## src/verilog/scp_pkg.sv

```systemverilog
// Constants and types shared by the system clock prescaler and trim block
package scp_pkg;

    // ------------------------------------------------------------
    // Register map (byte addresses on the register bus)
    // ------------------------------------------------------------
    localparam logic [3:0] TRIM_OFS = 4'h0;
    localparam logic [3:0] DIVCTL_OFS = 4'h4;
    localparam logic [3:0] STATUS_OFS = 4'h8;

    // ------------------------------------------------------------
    // Field layout
    // ------------------------------------------------------------
    localparam int UNLOCK_BIT = 7;
    localparam int RSVD_MSB = 6;
    localparam int RSVD_LSB = 4;
    localparam int DIVSEL_MSB = 3;
    localparam int RANGE_BIT = 7;
    localparam int STAT_UNLOCK_BIT = 8;
    localparam int STAT_CLOCK_OUT_FUSE_BIT = 9;
    localparam int STAT_DIV8_BIT = 10;

    // ------------------------------------------------------------
    // Reset values and division codes
    // ------------------------------------------------------------
    localparam logic [3:0] DIVSEL_DIV1 = 4'h0;
    localparam logic [3:0] DIVSEL_DIV8 = 4'h3;
    localparam logic [3:0] DIVSEL_MAX = 4'h8;
    localparam logic [7:0] TRIM_RST = 8'h00;
    localparam logic [2:0] UNLOCK_TICKS = 3'h4;
    localparam int INIT_STAGES = 3;

    // ------------------------------------------------------------
    // Bus responses
    // ------------------------------------------------------------
    localparam logic [1:0] RESP_OKAY = 2'h0;
    localparam logic [1:0] RESP_DECERR = 2'h3;

    // Unlock window state
    typedef enum logic {
        UNL_LOCKED,
        UNL_OPEN
    } scp_unl_t;

endpackage

```

## src/verilog/scp_prescaler.sv

```systemverilog
// System clock prescaler with change unlock, RC trim and clock output pin
`timescale 1ns/10ps
module scp_prescaler #(
    parameter int ADDR_W = 4
) (
    input wire logic CORE_CLK_I,
    input wire logic RSTN_I,
    input wire logic CE_I,
    input wire logic [ADDR_W-1:0] S_AXI_AWADDR_I,
    input wire logic S_AXI_AWVALID_I,
    output logic S_AXI_AWREADY_O,
    input wire logic [31:0] S_AXI_WDATA_I,
    input wire logic [3:0] S_AXI_WSTRB_I,
    input wire logic S_AXI_WVALID_I,
    output logic S_AXI_WREADY_O,
    output logic [1:0] S_AXI_BRESP_O,
    output logic S_AXI_BVALID_O,
    input wire logic S_AXI_BREADY_I,
    input wire logic [ADDR_W-1:0] S_AXI_ARADDR_I,
    input wire logic S_AXI_ARVALID_I,
    output logic S_AXI_ARREADY_O,
    output logic [31:0] S_AXI_RDATA_O,
    output logic [1:0] S_AXI_RRESP_O,
    output logic S_AXI_RVALID_O,
    input wire logic S_AXI_RREADY_I,
    input wire logic [7:0] FACTORY_TRIM_I,
    input wire logic DEFAULT_DIV8_FUSE_I,
    input wire logic CLOCK_OUT_FUSE_I,
    input wire logic CHIP_RESET_I,
    input wire logic PORT_OUT_I,
    input wire logic PORT_OE_N_I,
    output logic SYS_CLK_EN_O,
    output logic SYS_CLK_O,
    output logic CLOCK_OUT_PIN_O,
    output logic CLOCK_OUT_PIN_OE_N_O,
    output logic TRIM_RANGE_SELECT_O,
    output logic [6:0] TRIM_FINE_TUNE_O
);
    import scp_pkg::*;

    // ------------------------------------------------------------
    // Elaboration checks
    // ------------------------------------------------------------
    if (ADDR_W < 4) begin : g_bad_addr
        $error("ADDR_W must be at least 4");
    end

    // Factor minus one for a code; reserved codes act as 256
    function automatic logic [7:0] fm1_of(input logic [3:0] code);
        logic [3:0] c;
        c = (code > DIVSEL_MAX) ? DIVSEL_MAX : code;
        fm1_of = 8'(({1'b0, 8'h00} | (9'h001 << c)) - 9'h001);
    endfunction

    // ------------------------------------------------------------
    // Pin synchronisers and power-up default loading
    // ------------------------------------------------------------
    logic [10:0] pin_q1_r;
    logic [10:0] pin_q2_r;
    logic [INIT_STAGES-1:0] init_r;
    logic [7:0] fuse_trim;
    logic fuse_div8;
    logic fuse_clock_out_fuse;
    logic chip_rst;
    logic load_def;

    // Fuses and chip reset come from outside, so two flops first
    always_ff @(posedge CORE_CLK_I or negedge RSTN_I) begin
        if (!RSTN_I) begin
            pin_q1_r <= 11'h000;
            pin_q2_r <= 11'h000;
        end else if (CE_I) begin
            pin_q1_r <= {CHIP_RESET_I, CLOCK_OUT_FUSE_I,
                         DEFAULT_DIV8_FUSE_I, FACTORY_TRIM_I};
            pin_q2_r <= pin_q1_r;
        end
    end

    assign fuse_trim = pin_q2_r[7:0];
    assign fuse_div8 = pin_q2_r[8];
    assign fuse_clock_out_fuse = pin_q2_r[9];
    assign chip_rst = pin_q2_r[10];

    // Fuse values are only trusted once the synchroniser has filled
    always_ff @(posedge CORE_CLK_I or negedge RSTN_I) begin
        if (!RSTN_I) begin
            init_r <= '0;
        end else if (CE_I) begin
            init_r <= {init_r[INIT_STAGES-2:0], 1'b1};
        end
    end

    assign load_def = !init_r[INIT_STAGES-1] || chip_rst;

    // ------------------------------------------------------------
    // Register bus slave
    // ------------------------------------------------------------
    logic aw_full_r;
    logic w_full_r;
    logic [3:0] aw_addr_r;
    logic [7:0] w_byte_r;
    logic w_lane0_r;
    logic wr_fire;
    logic wr_trim;
    logic wr_div;
    logic aw_hit;

    assign wr_fire = aw_full_r && w_full_r && !S_AXI_BVALID_O;
    assign wr_trim = wr_fire && w_lane0_r && aw_addr_r == TRIM_OFS;
    assign wr_div = wr_fire && w_lane0_r && aw_addr_r == DIVCTL_OFS;
    assign aw_hit = aw_addr_r == TRIM_OFS || aw_addr_r == DIVCTL_OFS
                    || aw_addr_r == STATUS_OFS;

    // Address and data are caught separately, in either order
    always_ff @(posedge CORE_CLK_I or negedge RSTN_I) begin
        if (!RSTN_I) begin
            aw_full_r <= 1'b0;
            w_full_r <= 1'b0;
            aw_addr_r <= 4'h0;
            w_byte_r <= 8'h00;
            w_lane0_r <= 1'b0;
        end else if (CE_I) begin
            if (S_AXI_AWVALID_I && S_AXI_AWREADY_O) begin
                aw_full_r <= 1'b1;
                aw_addr_r <= {S_AXI_AWADDR_I[3:2], 2'h0};
            end else if (wr_fire) begin
                aw_full_r <= 1'b0;
            end
            if (S_AXI_WVALID_I && S_AXI_WREADY_O) begin
                w_full_r <= 1'b1;
                w_byte_r <= S_AXI_WDATA_I[7:0];
                w_lane0_r <= S_AXI_WSTRB_I[0];
            end else if (wr_fire) begin
                w_full_r <= 1'b0;
            end
        end
    end

    // Ready drops while a half is held, so one write at a time
    always_ff @(posedge CORE_CLK_I or negedge RSTN_I) begin
        if (!RSTN_I) begin
            S_AXI_AWREADY_O <= 1'b0;
            S_AXI_WREADY_O <= 1'b0;
            S_AXI_BVALID_O <= 1'b0;
            S_AXI_BRESP_O <= RESP_OKAY;
        end else if (CE_I) begin
            S_AXI_AWREADY_O <= !aw_full_r && !S_AXI_BVALID_O
                               && !(S_AXI_AWVALID_I && S_AXI_AWREADY_O);
            S_AXI_WREADY_O <= !w_full_r && !S_AXI_BVALID_O
                              && !(S_AXI_WVALID_I && S_AXI_WREADY_O);
            if (wr_fire) begin
                S_AXI_BVALID_O <= 1'b1;
                S_AXI_BRESP_O <= aw_hit ? RESP_OKAY : RESP_DECERR;
            end else if (S_AXI_BREADY_I) begin
                S_AXI_BVALID_O <= 1'b0;
            end
        end
    end

    // ------------------------------------------------------------
    // Trim register
    // ------------------------------------------------------------
    logic [7:0] trim_r;

    // Factory byte reloads on every chip reset; software may retune
    always_ff @(posedge CORE_CLK_I or negedge RSTN_I) begin
        if (!RSTN_I) begin
            trim_r <= TRIM_RST;
        end else if (CE_I) begin
            if (load_def) begin
                trim_r <= fuse_trim;
            end else if (wr_trim) begin
                trim_r <= w_byte_r;
            end
        end
    end

    // Range bit and fine bits go to the oscillator as they stand
    always_ff @(posedge CORE_CLK_I or negedge RSTN_I) begin
        if (!RSTN_I) begin
            TRIM_RANGE_SELECT_O <= 1'b0;
            TRIM_FINE_TUNE_O <= 7'h00;
        end else if (CE_I) begin
            TRIM_RANGE_SELECT_O <= trim_r[RANGE_BIT];
            TRIM_FINE_TUNE_O <= trim_r[RANGE_BIT-1:0];
        end
    end

    // ------------------------------------------------------------
    // Divide control with timed unlock
    // ------------------------------------------------------------
    scp_unl_t unl_r;
    logic [2:0] unl_cnt_r;
    logic [3:0] div_sel_r;
    logic unl_req;
    logic sel_req;
    logic tick;

    // Unlock needs every other bit zero; a select write needs bit 7 low
    assign unl_req = wr_div && w_byte_r[UNLOCK_BIT]
                     && w_byte_r[UNLOCK_BIT-1:0] == 7'h00;
    assign sel_req = wr_div && !w_byte_r[UNLOCK_BIT];

    // Window counts system clock cycles, closed early by a select write
    always_ff @(posedge CORE_CLK_I or negedge RSTN_I) begin
        if (!RSTN_I) begin
            unl_r <= UNL_LOCKED;
            unl_cnt_r <= 3'h0;
        end else if (CE_I) begin
            case (unl_r)
                UNL_LOCKED: begin
                    if (unl_req && !load_def) begin
                        unl_r <= UNL_OPEN;
                        unl_cnt_r <= UNLOCK_TICKS;
                    end
                end
                UNL_OPEN: begin
                    // A repeated unlock write is simply not looked at
                    if (load_def || sel_req) begin
                        unl_r <= UNL_LOCKED;
                    end else if (tick) begin
                        if (unl_cnt_r == 3'h1) begin
                            unl_r <= UNL_LOCKED;
                        end
                        unl_cnt_r <= unl_cnt_r - 3'h1;
                    end
                end
                default: begin
                    unl_r <= UNL_LOCKED;
                end
            endcase
        end
    end

    // Select moves only on a default load or inside the window; any code is kept as written
    always_ff @(posedge CORE_CLK_I or negedge RSTN_I) begin
        if (!RSTN_I) begin
            div_sel_r <= DIVSEL_DIV8;
        end else if (CE_I) begin
            if (load_def) begin
                div_sel_r <= fuse_div8 ? DIVSEL_DIV8 : DIVSEL_DIV1;
            end else if (sel_req && unl_r == UNL_OPEN) begin
                div_sel_r <= w_byte_r[DIVSEL_MSB:0];
            end
        end
    end

    // ------------------------------------------------------------
    // Divider
    // ------------------------------------------------------------
    logic [7:0] cnt_r;
    logic [3:0] eff_code_r;
    logic sys_clk_r;
    logic [7:0] cnt_nxt;
    logic [3:0] code_nxt;
    logic [7:0] fm1_nxt;
    logic sys_clk_nxt;

    // Counter runs on the undivided clock; software never sees it
    assign tick = cnt_r == fm1_of(eff_code_r);
    assign cnt_nxt = tick ? 8'h00 : cnt_r + 8'h01;
    // New code is taken only at a period boundary, so the old period
    // always completes and no shortened phase can appear
    assign code_nxt = tick ? div_sel_r : eff_code_r;
    assign fm1_nxt = fm1_of(code_nxt);
    // Factor one can only toggle from a flop, so the level runs at half
    assign sys_clk_nxt = (fm1_nxt == 8'h00) ? !sys_clk_r
                         : cnt_nxt <= (fm1_nxt >> 1);

    // Divider keeps running through chip reset to feed the pin
    always_ff @(posedge CORE_CLK_I or negedge RSTN_I) begin
        if (!RSTN_I) begin
            cnt_r <= 8'h00;
            eff_code_r <= DIVSEL_DIV8;
            sys_clk_r <= 1'b0;
        end else if (CE_I) begin
            cnt_r <= cnt_nxt;
            eff_code_r <= code_nxt;
            sys_clk_r <= sys_clk_nxt;
        end
    end

    // One strobe per divided period clocks every synchronous domain
    always_ff @(posedge CORE_CLK_I or negedge RSTN_I) begin
        if (!RSTN_I) begin
            SYS_CLK_EN_O <= 1'b0;
            SYS_CLK_O <= 1'b0;
        end else if (CE_I) begin
            SYS_CLK_EN_O <= tick;
            SYS_CLK_O <= sys_clk_nxt;
        end
    end

    // ------------------------------------------------------------
    // Clock output pin
    // ------------------------------------------------------------
    // Fuse overrides the port function; chip reset does not stop it
    always_ff @(posedge CORE_CLK_I or negedge RSTN_I) begin
        if (!RSTN_I) begin
            CLOCK_OUT_PIN_O <= 1'b0;
            CLOCK_OUT_PIN_OE_N_O <= 1'b1;
        end else if (CE_I) begin
            if (fuse_clock_out_fuse) begin
                CLOCK_OUT_PIN_O <= sys_clk_nxt;
                CLOCK_OUT_PIN_OE_N_O <= 1'b0;
            end else begin
                CLOCK_OUT_PIN_O <= PORT_OUT_I;
                CLOCK_OUT_PIN_OE_N_O <= PORT_OE_N_I;
            end
        end
    end

    // ------------------------------------------------------------
    // Read path
    // ------------------------------------------------------------
    logic [31:0] rd_val;
    logic rd_hit;
    logic [3:0] ar_ofs;

    assign ar_ofs = {S_AXI_ARADDR_I[3:2], 2'h0};

    // Decode as an if chain; unknown words answer with a decode error
    always_comb begin
        rd_val = 32'h0000_0000;
        rd_hit = 1'b1;
        if (ar_ofs == TRIM_OFS) begin
            rd_val[7:0] = trim_r;
        end else if (ar_ofs == DIVCTL_OFS) begin
            rd_val[UNLOCK_BIT] = unl_r == UNL_OPEN;
            rd_val[RSVD_MSB:RSVD_LSB] = 3'h0;
            rd_val[DIVSEL_MSB:0] = div_sel_r;
        end else if (ar_ofs == STATUS_OFS) begin
            rd_val[DIVSEL_MSB:0] = eff_code_r;
            rd_val[STAT_UNLOCK_BIT] = unl_r == UNL_OPEN;
            rd_val[STAT_CLOCK_OUT_FUSE_BIT] = fuse_clock_out_fuse;
            rd_val[STAT_DIV8_BIT] = fuse_div8;
        end else begin
            rd_hit = 1'b0;
        end
    end

    // Address is taken only while no read answer is pending
    always_ff @(posedge CORE_CLK_I or negedge RSTN_I) begin
        if (!RSTN_I) begin
            S_AXI_ARREADY_O <= 1'b0;
            S_AXI_RVALID_O <= 1'b0;
            S_AXI_RDATA_O <= 32'h0000_0000;
            S_AXI_RRESP_O <= RESP_OKAY;
        end else if (CE_I) begin
            S_AXI_ARREADY_O <= !S_AXI_RVALID_O
                               && !(S_AXI_ARVALID_I && S_AXI_ARREADY_O);
            if (S_AXI_ARVALID_I && S_AXI_ARREADY_O) begin
                S_AXI_RVALID_O <= 1'b1;
                S_AXI_RDATA_O <= rd_val;
                S_AXI_RRESP_O <= rd_hit ? RESP_OKAY : RESP_DECERR;
            end else if (S_AXI_RREADY_I) begin
                S_AXI_RVALID_O <= 1'b0;
            end
        end
    end

endmodule

```

## config.mk

```make
export PLATFORM = sky130hd
export DESIGN_NAME = scp_prescaler
export DESIGN_NICKNAME = d
export VERILOG_FILES = /design/src/verilog/scp_pkg.sv /design/src/verilog/scp_prescaler.sv
export SDC_FILE = /design/constraint.sdc
export NUM_CORES = 1
export LEC_CHECK = 0
export ABC_AREA = 1
export BUFFER_PORTS_ARGS = -buffer_cell sky130_fd_sc_hd__buf_2
export CORE_MARGIN = 8
export CORE_UTILIZATION = 36
export CTS_BUF_LIST = sky130_fd_sc_hd__clkbuf_16
export DETAILED_ROUTE_END_ITERATION = 8
export GPL_TIMING_DRIVEN = 0
export PLACE_DENSITY = 0.59
export SYNTH_ARGS = -nofsm -noshare
export SYNTH_HDL_FRONTEND = slang
export SYNTH_SLANG_ARGS = --single-unit
```

## constraint.sdc

```tcl
create_clock -name CORE_CLK_I -period 4.8 [get_ports CORE_CLK_I]
set_clock_uncertainty 0.05 [all_clocks]
set_input_delay 0.24 -clock CORE_CLK_I [delete_from_list [all_inputs] [get_ports CORE_CLK_I]]
set_output_delay 0.24 -clock CORE_CLK_I [all_outputs]
set_load 0.005 [all_outputs]
```

# Word level (Yosys, flattened, before mapping)
# Index checks and enable logic that the tools add are counted.
# op_classes
n_addsub	4
n_lt_le_gt_ge	3
eq_ne	9
shift	2
n_mux	40
bitwise	1
reduce_logical	54
# ops
cell	n
2-to-1 mux 4 bit	8
2-to-1 mux 8 bit	4
AND reduction 2 bit	10
logical AND 1 bit	18
2-to-1 mux 3 bit	6
2-to-1 mux 1 bit	17
left shift 1 x 4 -> 8 bit, first input constant	2
subtractor 8 x 1 -> 8 bit, second input constant	2
nonzero test 2 bit	6
logical NOT 1 bit	11
adder 8 x 1 -> 8 bit, second input constant	1
== test 8 bit	1
greater-than comparator 4 bit, second input constant	2
<= comparator 8 x 7 -> 1 bit	1
logical NOT 4 bit	2
logical NOT 8 bit	1
logical NOT 7 bit	1
2-to-1 mux 2 bit	3
one-hot mux 3 bit (2 select lines)	1
== test 2 x 1 -> 1 bit, second input constant	2
== test 2 bit, second input constant	2
logical OR 1 bit	4
!= test 2 bit, second input constant	2
AND reduction 4 bit	1
5 further kinds	5
# word_totals
reg_bits	98
input_bits	65
output_inout_bits	53
word_cells	141

# Longest topological paths before layout
# logic_depth
ltp_word	13
depth_mapped	33
mapped_depth_nobuf	33

# Worst setup path before layout
# No wires, ideal clock.
# synth_timing
path_type	register to register
start	register eff_code_r[3]
end	register SYS_CLK_O
setup_ns	0.116
arrival_ns	3.661
required_time_ns	4.634
path_slack_ns	0.973
path_stages_with_launch	33
path_buffers	0
period_less_slack_ns	3.827
path_cell_list	dfrtp_1 nor2_4 nand3_2 ha_1 inv_1 nand2_1 nand2_1 nand2_1 nor2_4 nand2_4 nor2_8 nand3_4 nand2_2 nand2_4 nor2_1 nor2_1 nand2_1 ha_1 inv_1 nand2_1 nand2_2 ha_1 inv_1 o21bai_1 a21o_1 a21oi_1 o21ai_0 a21oi_1 o21a_1 nand2_1 nand2_2 nand2_1 nand2_1
# synth_via
elab_chain_len	12
# synth_rtl
element	line_no	rtl
start, declared	scp_prescaler.sv:252	logic [3:0] eff_code_r;
start signal, assigned	scp_prescaler.sv:278	eff_code_r <= code_nxt;
greater-than comparator 4 bit	scp_prescaler.sv:51	c = (code > DIVSEL_MAX) ? DIVSEL_MAX : code;
2-to-1 mux 4 bit	scp_prescaler.sv:51	
left shift 1 x 4 -> 8 bit	scp_prescaler.sv:52	fm1_of = 8'(({1'b0, 8'h00} | (9'h001 << c)) - 9'h001);
subtractor 8 x 1 -> 8 bit	scp_prescaler.sv:52	
== test 8 bit	scp_prescaler.sv:260	assign tick = cnt_r == fm1_of(eff_code_r);
2-to-1 mux 4 bit	scp_prescaler.sv:264	assign code_nxt = tick ? div_sel_r : eff_code_r;
greater-than comparator 4 bit	scp_prescaler.sv:51	
2-to-1 mux 4 bit	scp_prescaler.sv:51	
left shift 1 x 4 -> 8 bit	scp_prescaler.sv:52	
subtractor 8 x 1 -> 8 bit	scp_prescaler.sv:52	
<= comparator 8 x 7 -> 1 bit (implied by the code) / logical NOT 8 bit (equally long branches)	scp_prescaler.sv:268, scp_prescaler.sv:267	
2-to-1 mux 1 bit (*)	scp_prescaler.sv:267	assign sys_clk_nxt = (fm1_nxt == 8'h00) ? !sys_clk_r
end signal, assigned	scp_prescaler.sv:290	SYS_CLK_O <= sys_clk_nxt;
end, declared	scp_prescaler.sv:33	output logic SYS_CLK_O,
# Every way passes the cells marked *; elsewhere a longest branch is shown, timed or not.
# A chain may end at the register's enable or synchronous reset.

# Worst setup path in the final report
# layout_timing
start	register eff_code_r[3]
end	register CLOCK_OUT_PIN_O
# layout_via
elab_chain_len	13
# layout_rtl
element	line_no	rtl
greater-than comparator 4 bit	scp_prescaler.sv:51	
2-to-1 mux 4 bit	scp_prescaler.sv:51	
left shift 1 x 4 -> 8 bit	scp_prescaler.sv:52	
subtractor 8 x 1 -> 8 bit	scp_prescaler.sv:52	
== test 8 bit	scp_prescaler.sv:260	
2-to-1 mux 4 bit	scp_prescaler.sv:264	
greater-than comparator 4 bit	scp_prescaler.sv:51	
2-to-1 mux 4 bit	scp_prescaler.sv:51	
left shift 1 x 4 -> 8 bit	scp_prescaler.sv:52	
subtractor 8 x 1 -> 8 bit	scp_prescaler.sv:52	
<= comparator 8 x 7 -> 1 bit (implied by the code) / logical NOT 8 bit (equally long branches)	scp_prescaler.sv:268, scp_prescaler.sv:267	
2-to-1 mux 1 bit (*)	scp_prescaler.sv:267	
2-to-1 mux 1 bit (*)	scp_prescaler.sv:303	if (fuse_clock_out_fuse) begin
end signal, assigned	scp_prescaler.sv:304	CLOCK_OUT_PIN_O <= sys_clk_nxt;
end, declared	scp_prescaler.sv:34	output logic CLOCK_OUT_PIN_O,
# Marks and branches as above.

==> metrics.txt <==
# TYPE chip_impl_metric gauge
chip_impl_info{name="cp-end-kind",value="flip-flop"} 1
chip_impl_metric{name="finish.cell_count_without_fillers",unit=""} 892
chip_impl_metric{name="port_buffers",unit=""} 65
chip_impl_metric{name="globalplace.congestion",unit=""} 0.830
chip_impl_metric{name="initial_antenna_violation_count",unit=""} 0
chip_impl_metric{name="cts_inserted_buffers",unit=""} 9
chip_impl_info{name="worstReg2RegEnd",value="CLOCK_OUT_PIN_O$_DFFE_PN0P_"} 1
chip_impl_metric{name="placed_cells_incl_taps",unit=""} 875
chip_impl_metric{name="core_area",unit="um2"} 13800
chip_impl_metric{name="wire_length_of_the_first_global_routing_pass",unit="um"} 21200
chip_impl_metric{name="global_route.overflow_total",unit=""} 0
chip_impl_metric{name="synth-edff-count",unit=""} 0
chip_impl_metric{name="detail_route.drc_violations",unit=""} 0
chip_impl_metric{name="critPathArrivalTime",unit="ns"} 4.57
chip_impl_metric{name="r2r.worst_path.cells",unit=""} 32
chip_impl_metric{name="wl_per_cell",unit="um"} 14.4
chip_impl_info{name="regToRegStartpoint",value="eff_code_r[3]$_DFFE_PN0P_"} 1
chip_impl_info{name="yosys_most_used_dff",value="dfrtp_1"} 1
chip_impl_metric{name="setup_viol",unit=""} 0
chip_impl_metric{name="finalWirelength",unit="um"} 12900
chip_impl_metric{name="post-synth-top-area-fraction",unit=""} 0.450
chip_impl_info{name="top_cell_type_by_total_area_after_synthesis",value="dfrtp_1"} 1
chip_impl_metric{name="yosysWarningCount",unit=""} 0
chip_impl_metric{name="dpl_cell_area",unit="um2"} 5710
chip_impl_metric{name="cts-root-to-sink-buffers",unit=""} 2
chip_impl_info{name="worst_hold_path_type",value="input port to flip-flop"} 1
chip_impl_metric{name="initialDrtViolationCount",unit=""} 287
chip_impl_metric{name="holdBufCountCts",unit=""} 1
chip_impl_metric{name="die_h",unit="um"} 135
chip_impl_metric{name="worstMarginPinSlew",unit="ns"} 0.573
chip_impl_info{name="crit_start",value="eff_code_r[3]$_DFFE_PN0P_"} 1
chip_impl_metric{name="finished_layout_cell_area",unit="um2"} 6030
chip_impl_metric{name="totalNegativeSetupSlack",unit="ns"} 0
chip_impl_metric{name="multi_input_gate_area",unit="um2"} 2220
chip_impl_metric{name="yosysSeqAreaShare",unit=""} 0.476
chip_impl_metric{name="place_hpwl",unit="um"} 10100
chip_impl_info{name="critical_path.slowest_cell",value="dfrtp_1"} 1
chip_impl_info{name="main_combinational_cell_family_by_area_after_synthesis",value="simple AND/OR/NAND/NOR gates"} 1
chip_impl_metric{name="insertion_delay",unit="ns"} 0.34
chip_impl_metric{name="io_pins",unit=""} 118
chip_impl_info{name="mostFrequentLayoutCells",value="nand2_1, dfrtp_1, buf_2, inv_1, o21ai_0"} 1
chip_impl_metric{name="cp_max_fo",unit=""} 8
chip_impl_metric{name="static-leakage-power",unit="nW"} 3.13
chip_impl_metric{name="postCtsResizedCells",unit=""} 0
chip_impl_metric{name="fin_nets",unit=""} 785
chip_impl_info{name="path_common_cell",value="nand2_1"} 1
chip_impl_metric{name="row_count",unit=""} 43
chip_impl_info{name="final_common_cell",value="nand2_1"} 1
chip_impl_metric{name="first_global_vias",unit=""} 4286
chip_impl_metric{name="synth.ff_latch_count",unit=""} 96
chip_impl_metric{name="adder_and_majority_gate_portion_of_the_synthesized_area",unit=""} 0.0322
chip_impl_metric{name="postSynthAreaPerCell",unit="um2"} 8.30
chip_impl_metric{name="clk_pin_slew_worst_paths",unit="ns"} 0.07
chip_impl_metric{name="synth_xor_xnor_area_share",unit=""} 0.0101
chip_impl_info{name="run_status",value="complete, no violations"} 1
chip_impl_metric{name="floorplan.die_area",unit="um2"} 18100
chip_impl_metric{name="cp_data_required_time",unit="ns"} 4.98
chip_impl_info{name="critical_path.startpoint_type",value="flip-flop"} 1
chip_impl_info{name="critical_path_end",value="CLOCK_OUT_PIN_O$_DFFE_PN0P_"} 1
chip_impl_metric{name="reg2reg_setup_slack",unit="ns"} 0.41
chip_impl_metric{name="maximum_number_of_pins_on_one_net_before_global_route_repair",unit=""} 63
chip_impl_metric{name="layout-area-overhead-vs-synth",unit="%"} 19.1
chip_impl_info{name="rsz0062_at_grt",value="no"} 1
chip_impl_metric{name="filler_cell_count",unit=""} 1373
chip_impl_metric{name="p_per_area",unit="nW/um2"} 640
chip_impl_metric{name="min_period_over_period",unit=""} 0.914
chip_impl_metric{name="synthDistinctLibCells",unit=""} 48
chip_impl_metric{name="worst_hold_path.num_cells",unit=""} 3
chip_impl_metric{name="post-cts-setup-buffers",unit=""} 0
chip_impl_metric{name="ir_drop",unit="mV"} 0.244
chip_impl_metric{name="post_synth_inst_count",unit=""} 609
chip_impl_metric{name="cap_violations",unit=""} 0
chip_impl_metric{name="synth-simple-area-share",unit=""} 0.260
chip_impl_metric{name="netlist_area_before_placement",unit="um2"} 5060
chip_impl_metric{name="max_stage_delay",unit="ns"} 0.51
chip_impl_metric{name="final_period_minus_worst_setup_slack",unit="ns"} 4.39
chip_impl_info{name="synth.area.top_cells",value="dfrtp_1, nand2_1, o21ai_0"} 1
chip_impl_metric{name="route.antenna.remaining_nets",unit=""} 0
chip_impl_metric{name="ff_latch_area",unit="um2"} 2410
chip_impl_info{name="cts_root_buf",value="clkbuf_16"} 1
chip_impl_info{name="cts_tree",value="built"} 1
chip_impl_metric{name="clock_sink_count",unit=""} 96
chip_impl_info{name="path_class",value="flip-flop to flip-flop"} 1
chip_impl_metric{name="synth-compound-area-share",unit=""} 0.101
chip_impl_metric{name="maxClockFrequency",unit="MHz"} 228
chip_impl_metric{name="detailedRoute.firstPassIterationCount",unit=""} 5
chip_impl_metric{name="grt_usage",unit=""} 0.145
chip_impl_metric{name="dieWidth",unit="um"} 135
chip_impl_metric{name="drive_gt1_frac",unit=""} 0.223
chip_impl_metric{name="viasPerCell",unit=""} 4.70
chip_impl_metric{name="htreeDepth",unit=""} 3
chip_impl_metric{name="via_count",unit=""} 4188
chip_impl_metric{name="slew-limit-headroom",unit=""} 0.618
chip_impl_info{name="worst_hold_startpoint",value="DEFAULT_DIV8_FUSE_I"} 1
chip_impl_metric{name="antenna_cells_inserted",unit=""} 0
chip_impl_metric{name="initial_utilization",unit=""} 0.366
chip_impl_metric{name="ys_async_sr_fraction",unit=""} 1.00
chip_impl_metric{name="final-max-slew-violation-count",unit=""} 0
chip_impl_metric{name="final-hold-violation-count",unit=""} 0
chip_impl_metric{name="synth.area.mux_share",unit=""} 0.0200
state kept, by name, indices dropped and copies added, names as in the netlist, 2 cells and up:
register,cells
pin_q1_r,11
aw_addr_r,2
TRIM_FINE_TUNE_O,7
trim_r,8
init_r,3
w_byte_r,8
pin_q2_r,11
eff_code_r,4
cnt_r,8
div_sel_r,4
S_AXI_RDATA_O,11
unl_cnt_r,3
synthesized netlist by cell type (all sizes together), types with 4 or more instances:
| cell type | n |
|---|---|
| o22ai | 4 |
| nor2 | 34 |
| o21ai | 51 |
| nor3 | 5 |
| dfrtp | 91 |
| mux2 | 9 |
| inv | 69 |
| o31ai | 5 |
| a31oi | 8 |
| dfstp | 5 |
| nand4 | 13 |
| ha | 13 |
| nand2 | 207 |
| buf | 27 |
| a21oi | 14 |
| clkbuf | 12 |
| nand3 | 19 |
area by class of cell:
cell class	count	share of cell area
well taps	180	0.0374
flip-flops and latches	96	0.400
clock buffers	9	0.0374
plain buffers	39	0.0395
multi-input cells	423	0.368
inverters	71	0.0446
clock inverters	7	0.0129
repair buffers	67	0.0606
power by group:
part	internal [W]	total, W	switching (W)	leakage, nW
Combinational	0.000725	0.00188	0.00116	1.80
Clock	0.000408	0.000723	0.000314	0.140
Sequential	0.00105	0.00125	0.000204	1.18
critical path, delay by kind of cell, from the launching register on:
kind / cells / cell delay [ns]
adder cells (fa/ha/maj): 3 / 0.84
AND/OR/NAND/NOR: 20 / 2.02
buffers and inverters: 3 / 0.19
AO/OA/AOI/OAI: 6 / 0.69
flip-flops: 1 / 0.51
routing by layer:
layer  vias to the layer above  part of all wire  global-route usage
met4                         0             0.012              0.0362
met2                        90              0.50               0.252
met3                        14             0.033              0.0323
met1                      1977              0.45               0.177
met5                         -                 0                   0
li1                       2107                 -                   -
how the worst min path moves through the flow:
stage / slack (ns) / end
detailed placement: 0.17 / pin_q1_r[0]$_DFFE_PN0P_
finish: 0.04 / pin_q1_r[8]$_DFFE_PN0P_
CTS: 0.03 / pin_q1_r[8]$_DFFE_PN0P_
global route: 0.04 / pin_q1_r[8]$_DFFE_PN0P_
global placement: 0.38 / init_r[0]$_DFFE_PN0P_
floorplan: -0.11 / CLOCK_OUT_PIN_O$_DFFE_PN0P_
cell families after synthesis:
logic type,after synthesis
and+or+nand+nor,285
buffers and inverters,110
DFF,96
AOI/OAI and AO/OA,90
adders and majority gates,13
muxes,9
xor gates and xnor gates,5
other,1
through the flow:
step	power [W]	setup WS, ns	hold slack (ns)	utilization
2_1_floorplan	0.00264	0.973	-0.106	-
3_5_place_dp	0.00317	0.421	0.174	0.413
5_1_grt	0.00420	0.0128	0.0438	0.436
6_report	0.00386	0.411	0.0445	0.436
3_3_place_gp	0.00307	0.528	0.381	0.411
4_1_cts	0.00390	0.393	0.0334	0.436
Note: power is estimated with default switching activity, not from simulation.
